## config.mk

```make
export PLATFORM = sky130hd
export DESIGN_NAME = pb_bpart_mode_decoder
export DESIGN_NICKNAME = d
export VERILOG_FILES = /design/src/include/pb_mode_pkg.sv /design/src/design/pb_bpart_mode_decoder.sv /design/src/design/pb_vector_scaler.sv
export VERILOG_INCLUDE_DIRS = /design/src /design/src/include
export SDC_FILE = /design/constraint.sdc
export NUM_CORES = 2
export LEC_CHECK = 0
export BUFFER_PORTS_ARGS = -buffer_cell sky130_fd_sc_hd__clkbuf_2
export CORE_MARGIN = 2
export CORE_UTILIZATION = 60
export CTS_CLUSTER_DIAMETER = 150
export DETAILED_ROUTE_END_ITERATION = 8
export GPL_ROUTABILITY_DRIVEN = 0
export HOLD_SLACK_MARGIN = 0.02
export PLACE_DENSITY = 0.83
export SLEW_MARGIN = 20
export SYNTH_ARGS = -nofsm -noshare
export SYNTH_HDL_FRONTEND = slang
export SYNTH_SLANG_ARGS = --single-unit
export TNS_END_PERCENT = 5
```

## constraint.sdc

```tcl
create_clock -name pclk -period 95.1 [get_ports pclk]
set_input_delay 28.53 -clock pclk [delete_from_list [all_inputs] [get_ports pclk]]
set_output_delay 28.53 -clock pclk [all_outputs]
set_load 0.03 [all_outputs]
```

## src/include/pb_mode_cfg.svh

```systemverilog
`ifndef PB_MODE_CFG_SVH
`define PB_MODE_CFG_SVH

// vector components are half-pel units
`define VEC_W 7
`define VEC_NARROW_W 6
`define TR_W 8
`define CNT_W 16
`define ADDR_W 8
`define DATA_W 32
`define ONES_W 3

// register byte addresses
`define REG_CTRL 8'h00
`define REG_TIMING 8'h04
`define REG_STATUS 8'h08
`define REG_LEFT_VEC 8'h0c
`define REG_MB_COUNT 8'h10

// field positions
`define CTRL_ENABLE_BIT 0
`define CTRL_UNRES_BIT 1
`define TIMING_TRB_LSB 0
`define TIMING_TRD_LSB 8
`define STATUS_STATE_LSB 0
`define STATUS_MODE_LSB 4
`define STATUS_CBP_BIT 6
`define STATUS_FWDVEC_BIT 7
`define STATUS_ACTIVE_BIT 8
`define STATUS_ORPHAN_BIT 9
`define LEFT_X_LSB 0
`define LEFT_Y_LSB 8
`define LEFT_HAS_BIT 16

// reset values
`define CTRL_ENABLE_RESET 1'b0
`define CTRL_UNRES_RESET 1'b0
`define TRB_RESET 8'h01
`define TRD_RESET 8'h02

// ones already seen when the fifth code bit decides alone
`define ONES_LAST 3'h4
// code index of the all-ones code
`define CODE_IDX_LAST 3'h5

`endif

```

## src/include/pb_mode_pkg.sv

```systemverilog
`include "pb_mode_cfg.svh"

package pb_mode_pkg;

  typedef logic signed [`VEC_W-1:0] vec_comp_t;

  typedef struct packed {
    vec_comp_t x;
    vec_comp_t y;
  } vec_s;

  typedef enum logic [1:0] {
    MODE_BIDIR = 2'h0,
    MODE_FWD = 2'h1,
    MODE_BWD = 2'h2
  } bpart_mode_e;

  typedef enum logic [3:0] {
    ST_IDLE = 4'h1,
    ST_CODE = 4'h2,
    ST_VEC = 4'h4,
    ST_ISSUE = 4'h8
  } dec_state_e;

  // macroblock context from the parser, start is a one-cycle pulse
  typedef struct packed {
    logic start;
    logic left_edge;
    logic p_intra;
    vec_s p_vec;
  } mb_ctx_s;

  typedef struct packed {
    logic valid;
    vec_s diff;
  } vec_data_s;

  typedef struct packed {
    logic valid;
    bpart_mode_e mode;
    logic block_pattern_present;
    logic forward_vector_present;
    logic p_vec_data_required;
  } mode_report_s;

  typedef struct packed {
    logic valid;
    bpart_mode_e mode;
    logic use_prev_ref;
    logic use_cur_p;
    logic unrestricted;
    vec_s fwd;
    vec_s bwd;
  } mc_cmd_s;

endpackage : pb_mode_pkg

```

## src/design/pb_bpart_mode_decoder.sv

```systemverilog
// The APB register port and the register addresses were decided locally.
`timescale 1ns/100ps
`include "pb_mode_cfg.svh"

// Operation
// - three B-part modes chosen by codeword
// - bidirectional uses previous and current P-parts
// - bidirectional vectors scaled with zero delta
// - bidirectional forces P-part vector data parsing
// - forward: previous reference, one 16x16 vector
// - forward vector data is standalone, not refinement
// - predictor is left forward vector or zero
// - same VLC difference, added to predictor
// - unrestricted vectors also for B-part vectors
// - backward: reconstructed P-part, no vectors
// - code 0 bidir; 10 bidir plus pattern
// - 110 forward vector; 1110 pattern plus vector
// - 11110 backward; 11111 backward plus pattern
// - active only when picture type signals it
module pb_bpart_mode_decoder (
  input wire logic pclk,
  input wire logic presetn,
  input wire logic psel,
  input wire logic penable,
  input wire logic pwrite,
  input wire logic [`ADDR_W-1:0] paddr,
  input wire logic [`DATA_W-1:0] pwdata,
  output logic [`DATA_W-1:0] prdata,
  output logic pready,
  output logic pslverr,
  input wire logic extended_picture_type,
  input wire pb_mode_pkg::mb_ctx_s mb_ctx,
  input wire logic code_bit_valid,
  input wire logic code_bit,
  output logic code_bit_ready,
  input wire pb_mode_pkg::vec_data_s motion_vector_data,
  output logic vec_data_ready,
  output pb_mode_pkg::mode_report_s mode_report,
  output pb_mode_pkg::mc_cmd_s mc_cmd
);
  import pb_mode_pkg::*;

  typedef struct packed {
    dec_state_e state;
    logic enable;
    logic unrestricted;
    logic [`TR_W-1:0] trb;
    logic [`TR_W-1:0] trd;
    logic [`ONES_W-1:0] ones;
    logic left_edge;
    logic p_intra;
    vec_s p_vec;
    bpart_mode_e mode;
    logic cbp;
    logic fwd_present;
    vec_s left_vec;
    logic left_has;
    logic orphan;
    logic [`CNT_W-1:0] mb_count;
    mode_report_s report;
    mc_cmd_s cmd;
    logic pready;
    logic pslverr;
    logic [`DATA_W-1:0] prdata;
  } st_s;

  st_s st;
  st_s next_st;
  vec_s scaled_fwd;
  vec_s scaled_bwd;

  // narrow range wraps to 6 bits; unrestricted keeps the full width
  function automatic vec_comp_t wrap_comp(input logic signed [`VEC_W:0] sum,
                                          input logic unres);
    begin
      if (unres) begin
        wrap_comp = sum[`VEC_W-1:0];
      end else begin
        wrap_comp = {{(`VEC_W-`VEC_NARROW_W){sum[`VEC_NARROW_W-1]}},
                     sum[`VEC_NARROW_W-1:0]};
      end
    end
  endfunction : wrap_comp

  function automatic logic signed [`VEC_W:0] add_comp(input vec_comp_t a,
                                                      input vec_comp_t b);
    begin
      add_comp = $signed({a[`VEC_W-1], a}) + $signed({b[`VEC_W-1], b});
    end
  endfunction : add_comp

  pb_vector_scaler u_scaler (
    .p_vec(st.p_vec),
    .trb(st.trb),
    .trd(st.trd),
    .fwd(scaled_fwd),
    .bwd(scaled_bwd)
  );

  always_comb begin
    logic active;
    logic [`ONES_W-1:0] idx;
    vec_s pred;
    vec_s fwd_vec;
    logic [`DATA_W-1:0] rd;
    active = 1'b0;
    idx = '0;
    pred = '0;
    fwd_vec = '0;
    rd = '0;
    next_st = st;
    next_st.report.valid = 1'b0;
    next_st.cmd.valid = 1'b0;
    next_st.pready = 1'b0;
    next_st.pslverr = 1'b0;

    // legacy PB macroblocks belong to another decoder
    active = st.enable & extended_picture_type;

    case (st.state)
      ST_IDLE: begin
        if (mb_ctx.start && active) begin
          next_st.left_edge = mb_ctx.left_edge;
          next_st.p_intra = mb_ctx.p_intra;
          next_st.p_vec = mb_ctx.p_vec;
          next_st.ones = '0;
          next_st.state = ST_CODE;
        end
      end
      ST_CODE: begin
        if (code_bit_valid) begin
          // a zero ends the code; the fifth bit ends it either way
          if (!code_bit || st.ones == `ONES_LAST) begin
            idx = code_bit ? `CODE_IDX_LAST : st.ones;
            case (idx)
              3'h0: begin
                next_st.mode = MODE_BIDIR;
                next_st.cbp = 1'b0;
                next_st.fwd_present = 1'b0;
              end
              3'h1: begin
                next_st.mode = MODE_BIDIR;
                next_st.cbp = 1'b1;
                next_st.fwd_present = 1'b0;
              end
              3'h2: begin
                next_st.mode = MODE_FWD;
                next_st.cbp = 1'b0;
                next_st.fwd_present = 1'b1;
              end
              3'h3: begin
                next_st.mode = MODE_FWD;
                next_st.cbp = 1'b1;
                next_st.fwd_present = 1'b1;
              end
              3'h4: begin
                next_st.mode = MODE_BWD;
                next_st.cbp = 1'b0;
                next_st.fwd_present = 1'b0;
              end
              default: begin
                next_st.mode = MODE_BWD;
                next_st.cbp = 1'b1;
                next_st.fwd_present = 1'b0;
              end
            endcase
            next_st.report.valid = 1'b1;
            next_st.report.mode = next_st.mode;
            next_st.report.block_pattern_present = next_st.cbp;
            next_st.report.forward_vector_present = next_st.fwd_present;
            // P-part vectors even for an intra P-part when bidirectional
            next_st.report.p_vec_data_required = (next_st.mode == MODE_BIDIR) ||
                                                 !st.p_intra;
            next_st.state = next_st.fwd_present ? ST_VEC : ST_ISSUE;
          end else begin
            next_st.ones = st.ones + `ONES_W'(1);
          end
        end
      end
      ST_VEC: begin
        if (motion_vector_data.valid) begin
          // slice starts count as left edges, flagged by the parser
          if (!st.left_edge && st.left_has) begin
            pred = st.left_vec;
          end
          // the field is a vector of its own, never added to scaled ones
          fwd_vec.x = wrap_comp(add_comp(pred.x, motion_vector_data.diff.x),
                                st.unrestricted);
          fwd_vec.y = wrap_comp(add_comp(pred.y, motion_vector_data.diff.y),
                                st.unrestricted);
          next_st.cmd.valid = 1'b1;
          next_st.cmd.mode = MODE_FWD;
          next_st.cmd.use_prev_ref = 1'b1;
          next_st.cmd.use_cur_p = 1'b0;
          next_st.cmd.unrestricted = st.unrestricted;
          next_st.cmd.fwd = fwd_vec;
          next_st.cmd.bwd = '0;
          next_st.left_vec = fwd_vec;
          next_st.left_has = 1'b1;
          next_st.mb_count = st.mb_count + `CNT_W'(1);
          next_st.state = ST_IDLE;
        end
      end
      ST_ISSUE: begin
        next_st.cmd.valid = 1'b1;
        next_st.cmd.mode = st.mode;
        next_st.cmd.unrestricted = st.unrestricted;
        if (st.mode == MODE_BIDIR) begin
          next_st.cmd.use_prev_ref = 1'b1;
          next_st.cmd.use_cur_p = 1'b1;
          next_st.cmd.fwd = scaled_fwd;
          next_st.cmd.bwd = scaled_bwd;
        end else begin
          // reconstructed P-part taken as is, vectors zero
          next_st.cmd.use_prev_ref = 1'b0;
          next_st.cmd.use_cur_p = 1'b1;
          next_st.cmd.fwd = '0;
          next_st.cmd.bwd = '0;
        end
        // no forward vector here, so the right neighbour predicts zero
        next_st.left_has = 1'b0;
        next_st.mb_count = st.mb_count + `CNT_W'(1);
        next_st.state = ST_IDLE;
      end
      default: begin
        next_st.state = ST_IDLE;
      end
    endcase

    // stray vector data outside its slot is flagged, not consumed
    if (motion_vector_data.valid && st.state != ST_VEC) begin
      next_st.orphan = 1'b1;
    end

    // one wait state: pready rises in the second access cycle
    if (psel && penable && !st.pready) begin
      next_st.pready = 1'b1;
      if (paddr == `REG_CTRL) begin
        if (pwrite) begin
          next_st.enable = pwdata[`CTRL_ENABLE_BIT];
          next_st.unrestricted = pwdata[`CTRL_UNRES_BIT];
        end
        rd[`CTRL_ENABLE_BIT] = st.enable;
        rd[`CTRL_UNRES_BIT] = st.unrestricted;
      end else if (paddr == `REG_TIMING) begin
        if (pwrite) begin
          next_st.trb = pwdata[`TIMING_TRB_LSB +: `TR_W];
          next_st.trd = pwdata[`TIMING_TRD_LSB +: `TR_W];
        end
        rd[`TIMING_TRB_LSB +: `TR_W] = st.trb;
        rd[`TIMING_TRD_LSB +: `TR_W] = st.trd;
      end else if (paddr == `REG_STATUS) begin
        // any write clears the orphan flag; a new stray event wins
        if (pwrite && !(motion_vector_data.valid && st.state != ST_VEC)) begin
          next_st.orphan = 1'b0;
        end
        rd[`STATUS_STATE_LSB +: 4] = st.state;
        rd[`STATUS_MODE_LSB +: 2] = st.mode;
        rd[`STATUS_CBP_BIT] = st.cbp;
        rd[`STATUS_FWDVEC_BIT] = st.fwd_present;
        rd[`STATUS_ACTIVE_BIT] = active;
        rd[`STATUS_ORPHAN_BIT] = st.orphan;
      end else if (paddr == `REG_LEFT_VEC) begin
        rd[`LEFT_X_LSB +: `VEC_W] = st.left_vec.x;
        rd[`LEFT_Y_LSB +: `VEC_W] = st.left_vec.y;
        rd[`LEFT_HAS_BIT] = st.left_has;
      end else if (paddr == `REG_MB_COUNT) begin
        if (pwrite) begin
          next_st.mb_count = '0;
        end
        rd[`CNT_W-1:0] = st.mb_count;
      end else begin
        next_st.pslverr = 1'b1;
      end
      next_st.prdata = pwrite ? '0 : rd;
    end
  end

  always_ff @(posedge pclk or negedge presetn) begin
    if (!presetn) begin
      st <= '0;
      st.state <= ST_IDLE;
      st.mode <= MODE_BIDIR;
      st.report.mode <= MODE_BIDIR;
      st.cmd.mode <= MODE_BIDIR;
      st.enable <= `CTRL_ENABLE_RESET;
      st.unrestricted <= `CTRL_UNRES_RESET;
      st.trb <= `TRB_RESET;
      st.trd <= `TRD_RESET;
    end else begin
      st <= next_st;
    end
  end

  assign prdata = st.prdata;
  assign pready = st.pready;
  assign pslverr = st.pslverr;
  assign code_bit_ready = st.state[1];
  assign vec_data_ready = st.state[2];
  assign mode_report = st.report;
  assign mc_cmd = st.cmd;

endmodule : pb_bpart_mode_decoder

```

## src/design/pb_vector_scaler.sv

```systemverilog
`timescale 1ns/100ps
`include "pb_mode_cfg.svh"

// bidirectional vector scaling with the delta vector held at zero
module pb_vector_scaler (
  input wire pb_mode_pkg::vec_s p_vec,
  input wire logic [`TR_W-1:0] trb,
  input wire logic [`TR_W-1:0] trd,
  output pb_mode_pkg::vec_s fwd,
  output pb_mode_pkg::vec_s bwd
);
  import pb_mode_pkg::*;

  localparam int PW = `TR_W + `VEC_W + 2;

  // signed divide truncates toward zero, as the scaling requires
  function automatic vec_comp_t scale_comp(input vec_comp_t mv,
                                           input logic signed [`TR_W+1:0] num,
                                           input logic [`TR_W-1:0] den);
    logic signed [PW-1:0] prod;
    logic signed [PW-1:0] quo;
    logic signed [`TR_W+1:0] d;
    begin
      // a zero distance would divide by zero; treat it as one
      d = (den == '0) ? (`TR_W+2)'(1) : $signed({2'b00, den});
      prod = PW'(num) * PW'(mv);
      quo = prod / PW'(d);
      scale_comp = quo[`VEC_W-1:0];
    end
  endfunction : scale_comp

  logic signed [`TR_W+1:0] num_f;
  logic signed [`TR_W+1:0] num_b;

  assign num_f = $signed({2'b00, trb});
  assign num_b = $signed({2'b00, trb}) - $signed({2'b00, trd});

  assign fwd.x = scale_comp(p_vec.x, num_f, trd);
  assign fwd.y = scale_comp(p_vec.y, num_f, trd);
  assign bwd.x = scale_comp(p_vec.x, num_b, trd);
  assign bwd.y = scale_comp(p_vec.y, num_b, trd);

endmodule : pb_vector_scaler

```

==> results.md <==
* Most Frequent Cell on Critical Path: o21a_1
* Fin crit period at 45.86 ns
* Worst path required time at 95.40 ns
* Initial core utilization at 60.31%
* CTS tree: built
* Tcrit/Tclk final at 48.22%
* First-pass iteration count of the detailed router at 6
* EDFF count, synth at 0
* Core area at 0.06979 sq mm
* Max Cap Viol at 0
* Vias in the first global route at 39899
* Final WL at 117300 um
* Input/output buffers at 124
* Initial antenna violation count at 2
* Crit-path max FO at 19
* Initial DRC Count at 3370
* Worst reg2reg startpoint: st[142]
* Crit path from: st[142]
* Xor/xnor share of the synthesized area at 5.514%
* DRC Markers at 0
* WP data arrival at 46.16 ns
* Post-synthesis simple-gate area fraction at 24.58%
* First-pass GRT wire length at 192600 um
* H-tree depth at 4
* Setup violations, final at 0
* Worst Setup Start Kind: flip-flop
* RR Endpoint: mc_cmd[16]
* Commonest non-fill, non-tap cells in the layout: ha_1 (616), nand2_1 (491), nor2_1 (478), inv_1 (370), a21oi_1 (304)
* Crit end category: flip-flop
* Syn Area/Cell at 7.551 sq um
* Vias/cell at 6.457
* Adder-cell share of the synthesized area at 25.97%
* Compound-Gate Fraction of Synth Area at 25.68%
* Layout Nets at 6425
* Commonest non-fill, non-tap cell in the layout: ha_1
* Site Rows at 97
* Crit path kind: flip-flop to flip-flop
* TNS Setup at 0 ns
* Sequential fraction of the synthesis area at 7.797%
* R2R Setup Slk at 49.24 ns
* Total track usage at 31.94%
* Average wire per standard cell at 17.98 um
* Post-Synthesis Cells at 5574
* Async SR Flop Fraction at 100.0%
* Final Hold Vio Count at 0
* Max-slew headroom at 22.86%
* YS warnings at 0
* Share of cells above drive strength 1 at 8.619%
* I/O Pins at 156
* Synth cell types at 126
* Top_reg_cell synth: dfrtp_1
* Post-DP HPWL at 92310 um
* CP max-delay cell: dfrtp_1
* Worst setup path endpoint: mc_cmd[16]
* Fmax at 0.02181 GHz
* Resized cells post-CTS at 0
* Total CTS buffers at 17
* Die width at 268.9 um
* Setup WS post-layout at 49.24 ns
* Antenna viol nets, final at 0
* Fin area at 0.04385 sq mm
* Placed Area at 0.04323 sq mm
* Worst Tran Pin Value at 1.154 ns
* HP Class: flip-flop to flip-flop
* Number of synthesized register bits at 131
* CTS root buf: clkbuf_16
* Max Clock Skew at 0.01899 ns
* Post-CTS Setup Inserts at 0
* Congestion Overflow GR at 0
* Hold buffer count at cts at 0
* Die area at 0.07229 sq mm
* Num Clock Sinks at 131
* Worst slack, placed at 50.05 ns
* Synthesized cell area at 0.04209 sq mm
* Max Slew Vio Count at 0
* Via count at 42136
* Largest family of logic cells by synthesized area: adder cells
* Clk pin slew, worst setup/hold paths at 0.07 ns
* Worst reg-to-reg path cell count at 174
* Fill cell count at 5987
* Skew-Pair Late Insertion Delay at 0.47 ns
* Die Height at 268.9 um
* Syn-to-layout area delta at 4.171%
* Crit-path max cell delay at 0.94 ns
* Mux cell area share after synthesis at 4.438%
* Status: completed
* Pin count of the biggest net entering global routing at 73
* Clock buffer depth at 2
* RSZ-0062 raised after global routing: no
-- area by class of cell --
class	count	area (sq um)	share of cell area [%]
diodes	5	12.51	0.02854
well taps	940	1176	2.682
multi-input cells	4865	36390	82.99
inverters	383	1438	3.279
flip-flops and latches	131	3282	7.485
repair buffers	170	972.2	2.217
clock inverters	13	136.4	0.3110
clock buffers	19	442.9	1.010
-- cells in the mapped netlist (121+ instances only) --
cell type	n	share of area [%]
clkbuf_1	121	1.1
inv_1	378	3.4
a21oi_1	304	3.6
xnor2_1	174	3.6
o21a_1	266	4.7
and2_1	174	2.6
dfrtp_1	128	7.6
nand2_1	491	4.4
ha_1	616	18
mux2_2	125	3.3
nor3_1	297	3.5
fa_1	161	7.7
nor2_1	478	4.3
o21ai_0	281	3.3
-- critical path: cells and delay by family (launching register included) --
family | cells | cell delay (ns)
fa+ha+maj | 22 | 7.60
flops | 1 | 0.94
compound gates | 96 | 22.50
buf+inv | 6 | 0.54
simple gates | 43 | 11.10
xor+xnor | 2 | 0.74
mux | 5 | 2.18
-- state kept, by name, indices dropped and copies added (netlist names) --
name / count
st: 71
mc_cmd: 34
prdata: 17
mode_report: 5
code_bit_ready: 1
pready: 1
pslverr: 1
vec_data_ready: 1
-- how the worst min path moves through the flow --
stage | startpoint | endpoint | cells past startpoint
6_report | mc_cmd[28] | mc_cmd[28] | 2
5_1_grt | mc_cmd[28] | mc_cmd[28] | 2
4_1_cts | mc_cmd[28] | mc_cmd[28] | 2
3_5_place_dp | mc_cmd[28] | mc_cmd[28] | 2
3_3_place_gp | mc_cmd[28] | mc_cmd[28] | 2
2_1_floorplan | mc_cmd[28] | mc_cmd[28] | 2
-- cell families after synthesis --
logic type                 Yosys count
xor gates and xnor gates           265
muxes                              170
adders and majority gates          777
AOI/OAI and AO/OA                 1566
and+or+nand+nor                   2068
other                                1
buffers and inverters              596
DFF                                131
-- through the flow --
stage / util (%) / hold slack (ns) / std cells
after floorplan: - / 0.4400 / 5592
after global placement: 61.94 / 0.4584 / 6489
after detailed placement: 61.94 / 0.4594 / 6489
after CTS: 62.77 / 0.4724 / 6521
after global routing: 62.82 / 0.5086 / 6523
final: 62.83 / 0.4751 / 6526
-- layer usage --
| layer | track usage [%] | part of all wire (%) |
|---|---|---|
| met2 | 52.42 | 45 |
| met3 | 5.909 | 8.0 |
| met1 | 40.15 | 42 |
| met4 | 16.02 | 5.3 |
| met5 | 0 | 0 |
Power is left out: the tool's default activity adds up to more than one toggle a clock period on the data nets, which glitch-free logic cannot reach.
